==> src/pkg/adc_readout_pkg.sv <==
package adc_readout_pkg;

    // Pins sampled from the host side, all asynchronous to clk_sys_in
    typedef struct packed {
        logic chip_select_n;
        logic sclk;
        logic frame_sync_select;
    } pins_type;

    localparam int unsigned RESULT_BITS  = 10;
    localparam int unsigned ZERO_BITS    = 6;
    localparam int unsigned FRAME_CLOCKS = 16;
    localparam int unsigned COUNT_W      = 5;
    localparam int unsigned PIN_COUNT    = 3;
    localparam int unsigned SYNC_W       = PIN_COUNT + RESULT_BITS;

    // Synchroniser reset matches idle pins, so no false chip select fall after reset
    localparam logic [SYNC_W-1:0] SYNC_RESET = {3'h5, {RESULT_BITS{1'b0}}};

    localparam logic [COUNT_W-1:0] CNT_ZERO       = 5'h00;
    localparam logic [COUNT_W-1:0] CNT_ONE        = 5'h01;
    // Rising edge count before the edge that sends the 6th zero bit
    localparam logic [COUNT_W-1:0] CNT_SAMPLE_END = 5'(ZERO_BITS - 1);
    localparam logic [COUNT_W-1:0] CNT_FIRST_OUT  = 5'(ZERO_BITS);
    localparam logic [COUNT_W-1:0] CNT_LAST_DEC   = 5'(FRAME_CLOCKS - 2);
    localparam logic [COUNT_W-1:0] CNT_FRAME      = 5'(FRAME_CLOCKS);

    // Internally delayed copy of the chip select fall for the second mode latch
    localparam int unsigned CLK_PERIOD_NS      = 25;
    localparam int unsigned MODE_DELAY_NS      = 50;
    localparam int unsigned MODE_DELAY_CYCLES_I =
        (MODE_DELAY_NS + CLK_PERIOD_NS - 1) / CLK_PERIOD_NS;
    localparam logic [1:0]  MODE_DELAY_CYCLES  = 2'(MODE_DELAY_CYCLES_I);
    localparam logic [1:0]  DELAY_ZERO         = 2'h0;
    localparam logic [1:0]  DELAY_ONE          = 2'h1;

    typedef enum logic [4:0] {
        ST_OFF  = 5'h01,
        ST_MODE = 5'h02,
        ST_CONV = 5'h04,
        ST_DOZE = 5'h08,
        ST_DSP  = 5'h10
    } state_type;

endpackage : adc_readout_pkg

==> src/verilog/adc_spi_readout_control.sv <==
`timescale 1ns/100ps
// What this block does
// - Conversion starts from SCLK, no frame sync
// - Sample from first rise to sixth zero
// - Result bits out on rising SCLK edges
// - Decide on rise, output one bit later
// - Early chip select rise truncates result
// - Doze at 16th fall, wake at 17th rise
// - Two frame sync latches; both high selects SPI
// - Chip select fall restarts the sequence
// - Chip select high: tristate, powered down
// - Six zero bits then ten result bits
module adc_spi_readout_control (
    input  wire logic                                   clk_sys_in,
    input  wire logic                                   reset_n_in,
    input  wire logic                                   chip_select_n_in,
    input  wire logic                                   sclk_in,
    input  wire logic                                   frame_sync_select_in,
    input  wire logic [adc_readout_pkg::RESULT_BITS-1:0] analog_input_in,
    output logic                                        serial_data_out,
    output logic                                        serial_data_oe_n_out,
    output logic                                        power_down_out,
    output logic                                        mode_spi_out,
    output logic                                        sampling_out
);

    adc_readout_pkg::pins_type                    pins_s;
    logic [adc_readout_pkg::RESULT_BITS-1:0]      analog_s;
    logic [adc_readout_pkg::SYNC_W-1:0]           sync_vec;
    logic                                         sclk_prev_q;
    logic                                         cs_prev_q;
    logic                                         sclk_rise;
    logic                                         sclk_fall;
    logic                                         cs_fall;
    logic                                         cs_high;
    adc_readout_pkg::state_type                   state_q;
    logic [1:0]                                   delay_q;
    logic                                         latch_a_q;
    logic                                         latch_b_q;
    logic [adc_readout_pkg::COUNT_W-1:0]          edge_cnt_q;
    logic [adc_readout_pkg::RESULT_BITS-1:0]      hold_q;
    logic [adc_readout_pkg::RESULT_BITS-1:0]      result_q;
    logic                                         decision_q;
    logic                                         conv_rise;
    logic                                         doze_rise;
    logic [adc_readout_pkg::COUNT_W-1:0]          dec_index;
    logic [adc_readout_pkg::RESULT_BITS-1:0]      trial;
    logic [adc_readout_pkg::RESULT_BITS-1:0]      dec_source;
    logic                                         dec_bit;

    // Analog word is a behavioural stand-in for the comparator path;
    // the host keeps it steady across the sample end, so bit skew is harmless
    pin_sync #(
        .WIDTH       (adc_readout_pkg::SYNC_W),
        .RESET_VALUE (adc_readout_pkg::SYNC_RESET)
    ) u_sync (
        .clk_sys_in (clk_sys_in),
        .reset_n_in (reset_n_in),
        .async_in   ({chip_select_n_in, sclk_in, frame_sync_select_in, analog_input_in}),
        .sync_out   (sync_vec)
    );

    assign pins_s   = sync_vec[adc_readout_pkg::SYNC_W-1:adc_readout_pkg::RESULT_BITS];
    assign analog_s = sync_vec[adc_readout_pkg::RESULT_BITS-1:0];

    always_ff @(posedge clk_sys_in) begin
        if (!reset_n_in) begin
            sclk_prev_q <= 1'b0;
            cs_prev_q   <= 1'b1;
        end else begin
            sclk_prev_q <= pins_s.sclk;
            cs_prev_q   <= pins_s.chip_select_n;
        end
    end

    assign sclk_rise = pins_s.sclk & ~sclk_prev_q;
    assign sclk_fall = ~pins_s.sclk & sclk_prev_q;
    assign cs_fall   = ~pins_s.chip_select_n & cs_prev_q;
    assign cs_high   = pins_s.chip_select_n;
    assign conv_rise = (state_q == adc_readout_pkg::ST_CONV) && sclk_rise &&
                       (edge_cnt_q < adc_readout_pkg::CNT_FRAME);
    assign doze_rise = (state_q == adc_readout_pkg::ST_DOZE) && sclk_rise;

    // Mode selection and power sequencing
    always_ff @(posedge clk_sys_in) begin
        if (!reset_n_in) begin
            state_q   <= adc_readout_pkg::ST_OFF;
            delay_q   <= adc_readout_pkg::DELAY_ZERO;
            latch_a_q <= 1'b0;
            latch_b_q <= 1'b0;
        end else if (cs_high) begin
            state_q <= adc_readout_pkg::ST_OFF;
        end else if (cs_fall) begin
            state_q   <= adc_readout_pkg::ST_MODE;
            latch_a_q <= pins_s.frame_sync_select;
            latch_b_q <= 1'b0;
            delay_q   <= adc_readout_pkg::MODE_DELAY_CYCLES;
        end else begin
            unique case (state_q)
                adc_readout_pkg::ST_OFF: begin
                    state_q <= adc_readout_pkg::ST_OFF;
                end
                adc_readout_pkg::ST_MODE: begin
                    if (delay_q == adc_readout_pkg::DELAY_ONE) begin
                        latch_b_q <= pins_s.frame_sync_select;
                        // Glitch on either latch falls back to DSP mode
                        if (latch_a_q && pins_s.frame_sync_select) begin
                            state_q <= adc_readout_pkg::ST_CONV;
                        end else begin
                            state_q <= adc_readout_pkg::ST_DSP;
                        end
                    end
                    delay_q <= delay_q - adc_readout_pkg::DELAY_ONE;
                end
                adc_readout_pkg::ST_CONV: begin
                    if (sclk_fall && edge_cnt_q == adc_readout_pkg::CNT_FRAME) begin
                        state_q <= adc_readout_pkg::ST_DOZE;
                    end
                end
                adc_readout_pkg::ST_DOZE: begin
                    if (sclk_rise) begin
                        state_q <= adc_readout_pkg::ST_CONV;
                    end
                end
                adc_readout_pkg::ST_DSP: begin
                    // Frame-sync driven mode is not carried further here
                    state_q <= adc_readout_pkg::ST_DSP;
                end
            endcase
        end
    end

    // Successive approximation decision for the current bit
    always_comb begin
        dec_index  = adc_readout_pkg::CNT_LAST_DEC - edge_cnt_q;
        trial      = result_q;
        trial[dec_index[3:0]] = 1'b1;
        dec_source = (edge_cnt_q == adc_readout_pkg::CNT_SAMPLE_END) ? analog_s : hold_q;
        dec_bit    = (dec_source >= trial);
    end

    // Edge counting, sampling and the conversion itself
    always_ff @(posedge clk_sys_in) begin
        if (!reset_n_in) begin
            edge_cnt_q   <= adc_readout_pkg::CNT_ZERO;
            sampling_out <= 1'b0;
            hold_q       <= '0;
            result_q     <= '0;
            decision_q   <= 1'b0;
        end else if (cs_high || cs_fall) begin
            edge_cnt_q   <= adc_readout_pkg::CNT_ZERO;
            sampling_out <= 1'b0;
            result_q     <= '0;
            decision_q   <= 1'b0;
        end else if (doze_rise) begin
            edge_cnt_q   <= adc_readout_pkg::CNT_ONE;
            sampling_out <= 1'b1;
            result_q     <= '0;
            decision_q   <= 1'b0;
        end else if (conv_rise) begin
            edge_cnt_q <= edge_cnt_q + adc_readout_pkg::CNT_ONE;
            if (edge_cnt_q == adc_readout_pkg::CNT_ZERO) begin
                sampling_out <= 1'b1;
            end
            if (edge_cnt_q == adc_readout_pkg::CNT_SAMPLE_END) begin
                sampling_out <= 1'b0;
                hold_q       <= analog_s;
            end
            // Decisions start on the edge that ends sampling, MSB first
            if (edge_cnt_q >= adc_readout_pkg::CNT_SAMPLE_END &&
                edge_cnt_q <= adc_readout_pkg::CNT_LAST_DEC) begin
                result_q[dec_index[3:0]] <= dec_bit;
                decision_q               <= dec_bit;
            end
        end
    end

    // Serial output: zeros, then each decision one edge after it was made
    always_ff @(posedge clk_sys_in) begin
        if (!reset_n_in) begin
            serial_data_out <= 1'b0;
        end else if (cs_high || cs_fall || doze_rise) begin
            serial_data_out <= 1'b0;
        end else if (conv_rise) begin
            if (edge_cnt_q < adc_readout_pkg::CNT_FIRST_OUT) begin
                serial_data_out <= 1'b0;
            end else begin
                serial_data_out <= decision_q;
            end
        end
    end

    // Driver enable and power indication
    always_ff @(posedge clk_sys_in) begin
        if (!reset_n_in) begin
            serial_data_oe_n_out <= 1'b1;
            power_down_out       <= 1'b1;
            mode_spi_out         <= 1'b0;
        end else begin
            serial_data_oe_n_out <= cs_high;
            power_down_out       <= cs_high ||
                                    (state_q == adc_readout_pkg::ST_OFF) ||
                                    (state_q == adc_readout_pkg::ST_DSP) ||
                                    ((state_q == adc_readout_pkg::ST_DOZE) && !sclk_rise) ||
                                    ((state_q == adc_readout_pkg::ST_CONV) && sclk_fall &&
                                     edge_cnt_q == adc_readout_pkg::CNT_FRAME);
            if (cs_high) begin
                mode_spi_out <= 1'b0;
            end else if (state_q == adc_readout_pkg::ST_MODE &&
                         delay_q == adc_readout_pkg::DELAY_ONE) begin
                mode_spi_out <= latch_a_q && pins_s.frame_sync_select;
            end
        end
    end
endmodule : adc_spi_readout_control

==> src/verilog/pin_sync.sv <==
`timescale 1ns/100ps
module pin_sync #(
    parameter int unsigned   WIDTH       = 1,
    parameter logic [WIDTH-1:0] RESET_VALUE = '0
) (
    input  wire logic             clk_sys_in,
    input  wire logic             reset_n_in,
    input  wire logic [WIDTH-1:0] async_in,
    output logic      [WIDTH-1:0] sync_out
);

    logic [WIDTH-1:0] meta_q;

    // First stage feeds only the second stage
    genvar i;
    generate
        for (i = 0; i < WIDTH; i++) begin : g_bit
            always_ff @(posedge clk_sys_in) begin
                if (!reset_n_in) begin
                    meta_q[i]   <= RESET_VALUE[i];
                    sync_out[i] <= RESET_VALUE[i];
                end else begin
                    meta_q[i]   <= async_in[i];
                    sync_out[i] <= meta_q[i];
                end
            end
        end
    endgenerate

endmodule : pin_sync

==> config.mk <==
export PLATFORM = sky130hd
export DESIGN_NAME = adc_spi_readout_control
export DESIGN_NICKNAME = d
export VERILOG_FILES = /design/src/pkg/adc_readout_pkg.sv /design/src/verilog/adc_spi_readout_control.sv /design/src/verilog/pin_sync.sv
export SDC_FILE = /design/constraint.sdc
export NUM_CORES = 1
export LEC_CHECK = 0
export BUFFER_PORTS_ARGS = -buffer_cell sky130_fd_sc_hd__clkbuf_2
export CORE_MARGIN = 5
export CORE_UTILIZATION = 54
export DETAILED_ROUTE_END_ITERATION = 7
export HOLD_SLACK_MARGIN = 0.1
export PLACE_DENSITY = 0.71
export SETUP_SLACK_MARGIN = 0.1
export SLEW_MARGIN = 20
export SYNTH_ARGS = -nofsm -noshare
export SYNTH_HDL_FRONTEND = slang
export SYNTH_HIERARCHICAL = 1
export SYNTH_SLANG_ARGS = --single-unit
==> constraint.sdc <==
create_clock -name clk_sys_in -period 3.3 [get_ports clk_sys_in]
set_clock_uncertainty 0.1 [all_clocks]
set_input_delay 0 -clock clk_sys_in [delete_from_list [all_inputs] [get_ports clk_sys_in]]
set_output_delay 0 -clock clk_sys_in [all_outputs]
set_load 0.005 [all_outputs]
==> Word-level counts from Yosys, hierarchy flattened <==
Cells that the tools add are included.
{ "classes": {"n_addsub": 3, "order_cmp": 7, "eq_ne": 14, "mux": 19, "bitwise": 10, "n_reduce_logical": 34} }
{ "op_table": {"columns": ["operator", "count"], "rows": [
  ["case mux 5 bit (5 select lines)", 1],
  ["2-to-1 mux 5 bit", 4],
  ["logical AND 1 bit", 11],
  ["bitwise mux 10 bit", 1],
  ["== test 5 x 3 -> 1 bit (second input constant)", 2],
  ["== test 5 bit (second input constant)", 2],
  [">= comparator 10 bit", 1],
  ["2-to-1 mux 10 bit", 1],
  ["OR 10 bit", 1],
  ["AND reduction 3 bit", 3],
  ["2-to-1 mux 1 bit", 8],
  ["AND reduction 2 bit", 4],
  ["logical OR 1 bit", 6],
  ["2-to-1 mux 2 bit", 3],
  ["inequality test 3 x 2 -> 1 bit (second input constant)", 2],
  ["NOT 1 bit", 6],
  ["OR reduction 2 bit", 3],
  ["OR reduction 3 bit", 2],
  ["adder 5 x 1 -> 5 bit (second input constant)", 1],
  ["== test 5 x 1 -> 1 bit (second input constant)", 1],
  ["== test 5 x 2 -> 1 bit (second input constant)", 1],
  ["== test 5 x 4 -> 1 bit (second input constant)", 1],
  [">= comparator 5 x 3 -> 1 bit (second input constant)", 1],
  ["less-or-equal comparator 5 x 4 -> 1 bit (second input constant)", 1],
  ["16 further kinds", 20]
]} }
{ "totals": {"reg_bits": 66, "inputBits": 15} }

==> Depth between registers and ports, before layout <==
{ "depth": {"ltp_word": 8, "mapped_depth": 13, "mapped_depth_nobuf": 11} }

==> Cells and area by module <==
Netlist, hierarchy kept.
{ "modules_own_cells": {"columns": ["module", "instances", "cells_each", "area_each_um2"], "rows": [
  ["adc_spi_readout_control", 1, 264, 2421.1],
  ["pin_sync", 1, 54, 720.7]
]} }

==> Worst setup path after synthesis <==
OpenSTA, ideal clock, no wires.
{ "synth_timing": {"path_type": "register to register", "from": "reg edge_cnt_q[1] (netlist name)", "to": "reg result_q[1] (netlist name)", "setup_time_ps": 91, "arrival_ps": 2983, "required_time_ps": 3109, "setup_slack_ps": 126, "stages_incl_launch_ff": 13, "path_buffers": 2, "path_cell_list": "dfxtp_1 -> inv_1 -> ha_1 -> buf_6 -> and3_1 -> buf_2 -> mux2_2 -> ha_1 -> nand4_1 -> or3b_1 -> o221ai_4 -> inv_1 -> a311oi_1"} }
{ "synth_via": {"elab_cells_between_ends": 17, "cone_classes": "1 x add/sub; 6 x order compare; 1 x eq/ne; 4 x mux; 1 x bitwise; 4 x reduce/logical"} }
{ "synth_rtl": {"columns": ["item", "line", "rtl"], "rows": [
  ["from (decl)", "adc_spi_readout_control.sv:40", "logic [adc_readout_pkg::COUNT_W-1:0] edge_cnt_q;"],
  ["from (signal assigned)", "adc_spi_readout_control.sv:145", "edge_cnt_q <= adc_readout_pkg::CNT_ZERO;"],
  ["from (signal assigned)", "adc_spi_readout_control.sv:151", "edge_cnt_q <= adc_readout_pkg::CNT_ZERO;"],
  ["from (signal assigned)", "adc_spi_readout_control.sv:156", "edge_cnt_q <= adc_readout_pkg::CNT_ONE;"],
  ["== test 5 x 3 -> 1 bit", "adc_spi_readout_control.sv:138", "dec_source = (edge_cnt_q == adc_readout_pkg::CNT_SAMPLE_END) ? analog_s : hold_q;"],
  ["2-to-1 mux 10 bit", null, null],
  ["via dec_source, one bit", "adc_spi_readout_control.sv:48", "logic [adc_readout_pkg::RESULT_BITS-1:0] dec_source;"],
  [">= comparator 10 bit", "adc_spi_readout_control.sv:139", "dec_bit = (dec_source >= trial);"],
  ["bitwise mux 10 bit", "adc_spi_readout_control.sv:172", "result_q[dec_index[3:0]] <= dec_bit;"],
  ["to (signal, indexed assignment)", "adc_spi_readout_control.sv:172", null],
  ["to (decl)", "adc_spi_readout_control.sv:42", "logic [adc_readout_pkg::RESULT_BITS-1:0] result_q;"]
]} }
The timed path passes the listed nets, and every way through them passes these cells.
A chain may end at the register's enable or synchronous reset.

==> Worst setup path in the final report <==
{ "layout_timing": {"from": "reg edge_cnt_q[1] (netlist name)", "to": "reg result_q[0] (netlist name)"} }
{ "layout_via": {"elab_chain_len": 8, "elab_cells_between_ends": 17, "cone_classes": "1 x add/sub; 6 x order compare; 1 x eq/ne; 4 x mux; 1 x bitwise; 4 x reduce/logical"} }
{ "layout_rtl": {"columns": ["item", "line", "rtl"], "rows": [
  ["subtractor 4 bit", "adc_spi_readout_control.sv:135", "dec_index = adc_readout_pkg::CNT_LAST_DEC - edge_cnt_q;"],
  ["< comparator 4 x 5 -> 1 bit (implied by the code) or >= comparator 4 x 1 -> 1 bit (tied branches)", "adc_spi_readout_control.sv:137, adc_spi_readout_control.sv:172", null],
  ["logical AND 1 bit (implied by the code)", "adc_spi_readout_control.sv:137, adc_spi_readout_control.sv:172", null],
  ["2-to-1 mux 1 bit (implied by the code)", "adc_spi_readout_control.sv:137, adc_spi_readout_control.sv:172", null],
  ["demux 1 bit (select 4 bit)", "adc_spi_readout_control.sv:137, adc_spi_readout_control.sv:172", null],
  ["OR 10 bit (no line)", null, null],
  [">= comparator 10 bit", "adc_spi_readout_control.sv:139", null],
  ["bitwise mux 10 bit", "adc_spi_readout_control.sv:172", null]
]} }
Parallel ways exist; a longest one is shown, timed or not.

==> metrics.txt <==
outcome finished clean; signal arrival time at the worst endpoint 3.17 ns; net count after synthesis 350; starting density of the core 56.36%; overflow left after global routing 0; Async S/R FF share, synth 0%; overall routed net length 5976 µm; share of layout cells above drive strength 1 27.40%; number of levels in the clock H-tree 3; RSZ-0062 raised after global routing no; synth unique cells ~60; area growth from synthesis to layout 17.68%; time the final worst path needs with I/O delays and setup 3.008 ns; ports placed on the boundary 20; gate count after technology mapping 318; crit share post-route 91.14%; highest ir drop seen on vdd 0.2999 mV; dominant cells by area after synthesis sky130_fd_sc_hd__dfxtp_1 (42%), sky130_fd_sc_hd__ha_1 (6.8%), sky130_fd_sc_hd__and2_2 (4.3%); highest fanout seen on the critical path 9; Post-DRT Antenna Nets 0; Total Negative Setup Slacks 0 ns; dominant synthesized flop cell sky130_fd_sc_hd__dfxtp_1; total count of hold-check failures in the final report 0; clock latency at the later pin of the worst-skew pair 0.35 ns; DRT iter0 DRCs 79; EDFF count, synth 0; DRC Markers 0; Syn. warnings 6; clk root buf sky130_fd_sc_hd__clkbuf_8; Startpoint Class flop; number of stages on the worst hold path 3; slew of the pin with the lowest slew margin 0.7372 ns; average routed wire per standard cell 13.68 µm; Critical R2R Capture result_q[0]; r2r startpoint edge_cnt_q[1]; weighted congestion reported at the end of routability-driven placement slightly below 0.9; CTS clk-pin slew, worst paths approximately 0.07 ns; kind of path behind the tightest hold check input pin to flop; most frequent cell after synthesis sky130_fd_sc_hd__dfxtp_1; vias per cell 5.380; cell area after layout 3697 µm²; maximum number of buffers from clock root to sink 2; register bit count reported by yosys 66; Num CTS Buffers 9; CP required 3.46 ns; maximum number of pins on one net before global-route repair 44; Setup crit start edge_cnt_q[1]; slew margin rel. between 50% and 60%; vias in the first global route 2194; Net count, final 392; detailed-router iteration count before antenna repair 4; total track usage 17.46%; number of antenna violations at the first check in global routing 0; ratio of total power to cell area 404.4 nW/µm²; Worst Reg-to-Reg Cells 13; endpoint class of the critical path flop; library cell with the largest summed area after synthesis sky130_fd_sc_hd__dfxtp_1; Die Span Y 86.28 µm; dpl cell area ~3300 µm²; CP Class flop to flop; non-filler cells in the finished layout 437; hold slack final approximately 0.18 ns; Clock Sink Count 66; sequential share of the synthesized area 42.05%; leakage power summed over all cells 1.427 nW; total number of vias approximately 2.4k; timing endpoint of the critical path result_q[0]; Std-Cell Core Area 5574 µm²; Synth top area share 42.05%; n_diodes 0; setup-violating endpoint count in the final report 0; top achievable clock speed 332.5 MHz; final cell utilization of the core 66.33%; Die Outline Area about 7400 µm²; TritonCTS clock tree yes; x dimension of the die between 80 and 90 µm; max_cap viols 0; top cell types by occurrence after synthesis sky130_fd_sc_hd__dfxtp_1 (66), sky130_fd_sc_hd__a21oi_1 (22), sky130_fd_sc_hd__and2_2 (18); Final Max Slew Viols 0; post-synthesis average cell area 9.880 µm²; setup slack, reg-to-reg 0.29 ns; wire length of the first global-routing pass 10140 µm; # placed instances slightly above 400; Rows 27; post-detailed-placement half-perimeter wirelength 4071 µm; number of buffers inserted by port buffering 19; summed instance area of the synthesized netlist 3142 µm²
-- kinds of logic after synthesis --
kind of cell,share of synthesized area (%)
muxes,7.049
DFF,42.06
buffers and inverters,4.938
xor gates and xnor gates,1.394
AOI/OAI and AO/OA,15.09
adders and majority gates,6.770
and+or+nand+nor,22.70
-- layout make-up --
type / instances / area (µm²)
Sequential cell: 66 / 1325
Clock inverter: 5 / 38.79
Inverter: 12 / 45.04
Clock buffer: 11 / 151.4
Tap cell: 72 / 90.09
Multi-Input combinational cell: 224 / 1709
Fill cell: 449 / 1877
Timing Repair Buffer: 47 / 337.8
-- layout by cell type, fill, tap and decap left out, drive strengths merged, types with 13 or more instances in the layout --
cell,instances
buf,15
nand2,16
ha,17
a21oi,22
dlygate4sd3,13
clkbuf,30
nor2b,14
dfxtp,66
and2,25
nor2,19
-- stage by stage --
stage,power (mW),setup WS (ns)
global placement,0.8723,0.08659
global route,1.562,0.1055
CTS,1.515,0.1013
floorplan,0.8591,0.1256
finish,1.495,0.2924
detailed placement,0.8734,-0.02772
-- flip-flops by register name, summed over array words and instances, names as in the netlist, 2 cells and up --
signal	cells
edge_cnt_q	5
u_sync/sync_out	13
hold_q	10
state_q	5
delay_q	2
u_sync/meta_q	13
result_q	10
-- worst min path at each step --
stage,from,endpoint,slack [ns]
3_5_place_dp,frame_sync_select_in,u_sync/meta_q[10],0.08
3_3_place_gp,chip_select_n_in,u_sync/meta_q[12],0.08
5_1_grt,reset_n_in,hold_q[0],0.25
4_1_cts,reset_n_in,delay_q[1],0.19
6_report,reset_n_in,delay_q[1],0.18
2_1_floorplan,frame_sync_select_in,u_sync/meta_q[10],-0.004
-- metal layers --
metal / up-vias / wire, µm / global-route usage [%]
met4: 0 / 129 / 8.074
met1: 1086 / 2877 / 22.45
li1: 1209 / - / -
met2: 41 / 2707 / 26.91
met3: 15 / 262 / 5.228
met5: - / 0 / 0
-- power by group --
group	switching [mW]	internal [mW]	total (mW)	leakage, nW
registers	0.00657	0.813	0.820	0.539
logic	0.0162	0.0308	0.0470	0.804
clock network	0.314	0.314	0.628	0.0838
total	0.337	1.16	1.50	1.43
-- worst max-delay path, stage by stage (launching register included) --
cell and delay (ns):
sky130_fd_sc_hd__dfxtp_2 0.41, sky130_fd_sc_hd__buf_4 0.16, sky130_fd_sc_hd__and3b_1 0.23, sky130_fd_sc_hd__nor2_4 0.06, sky130_fd_sc_hd__o22ai_1 0.16, sky130_fd_sc_hd__buf_4 0.18, sky130_fd_sc_hd__a21oi_1 0.10, sky130_fd_sc_hd__ha_1 0.31
sky130_fd_sc_hd__and3_1 0.19, sky130_fd_sc_hd__or3b_1 0.40, sky130_fd_sc_hd__o221ai_4 0.20, sky130_fd_sc_hd__buf_4 0.16, sky130_fd_sc_hd__nand4_1 0.09, sky130_fd_sc_hd__a21oi_1 0.16
-- timing repair --
item,4_1_cts,5_1_grt
pin swaps,0,1
endpoints found under the hold margin,13,0
endpoints found under the setup margin,9,9
buffers inserted,0,4
hold buffers,13,0
gates resized for setup,7,8
No activity file was read; power rests on OpenSTA's default activity.
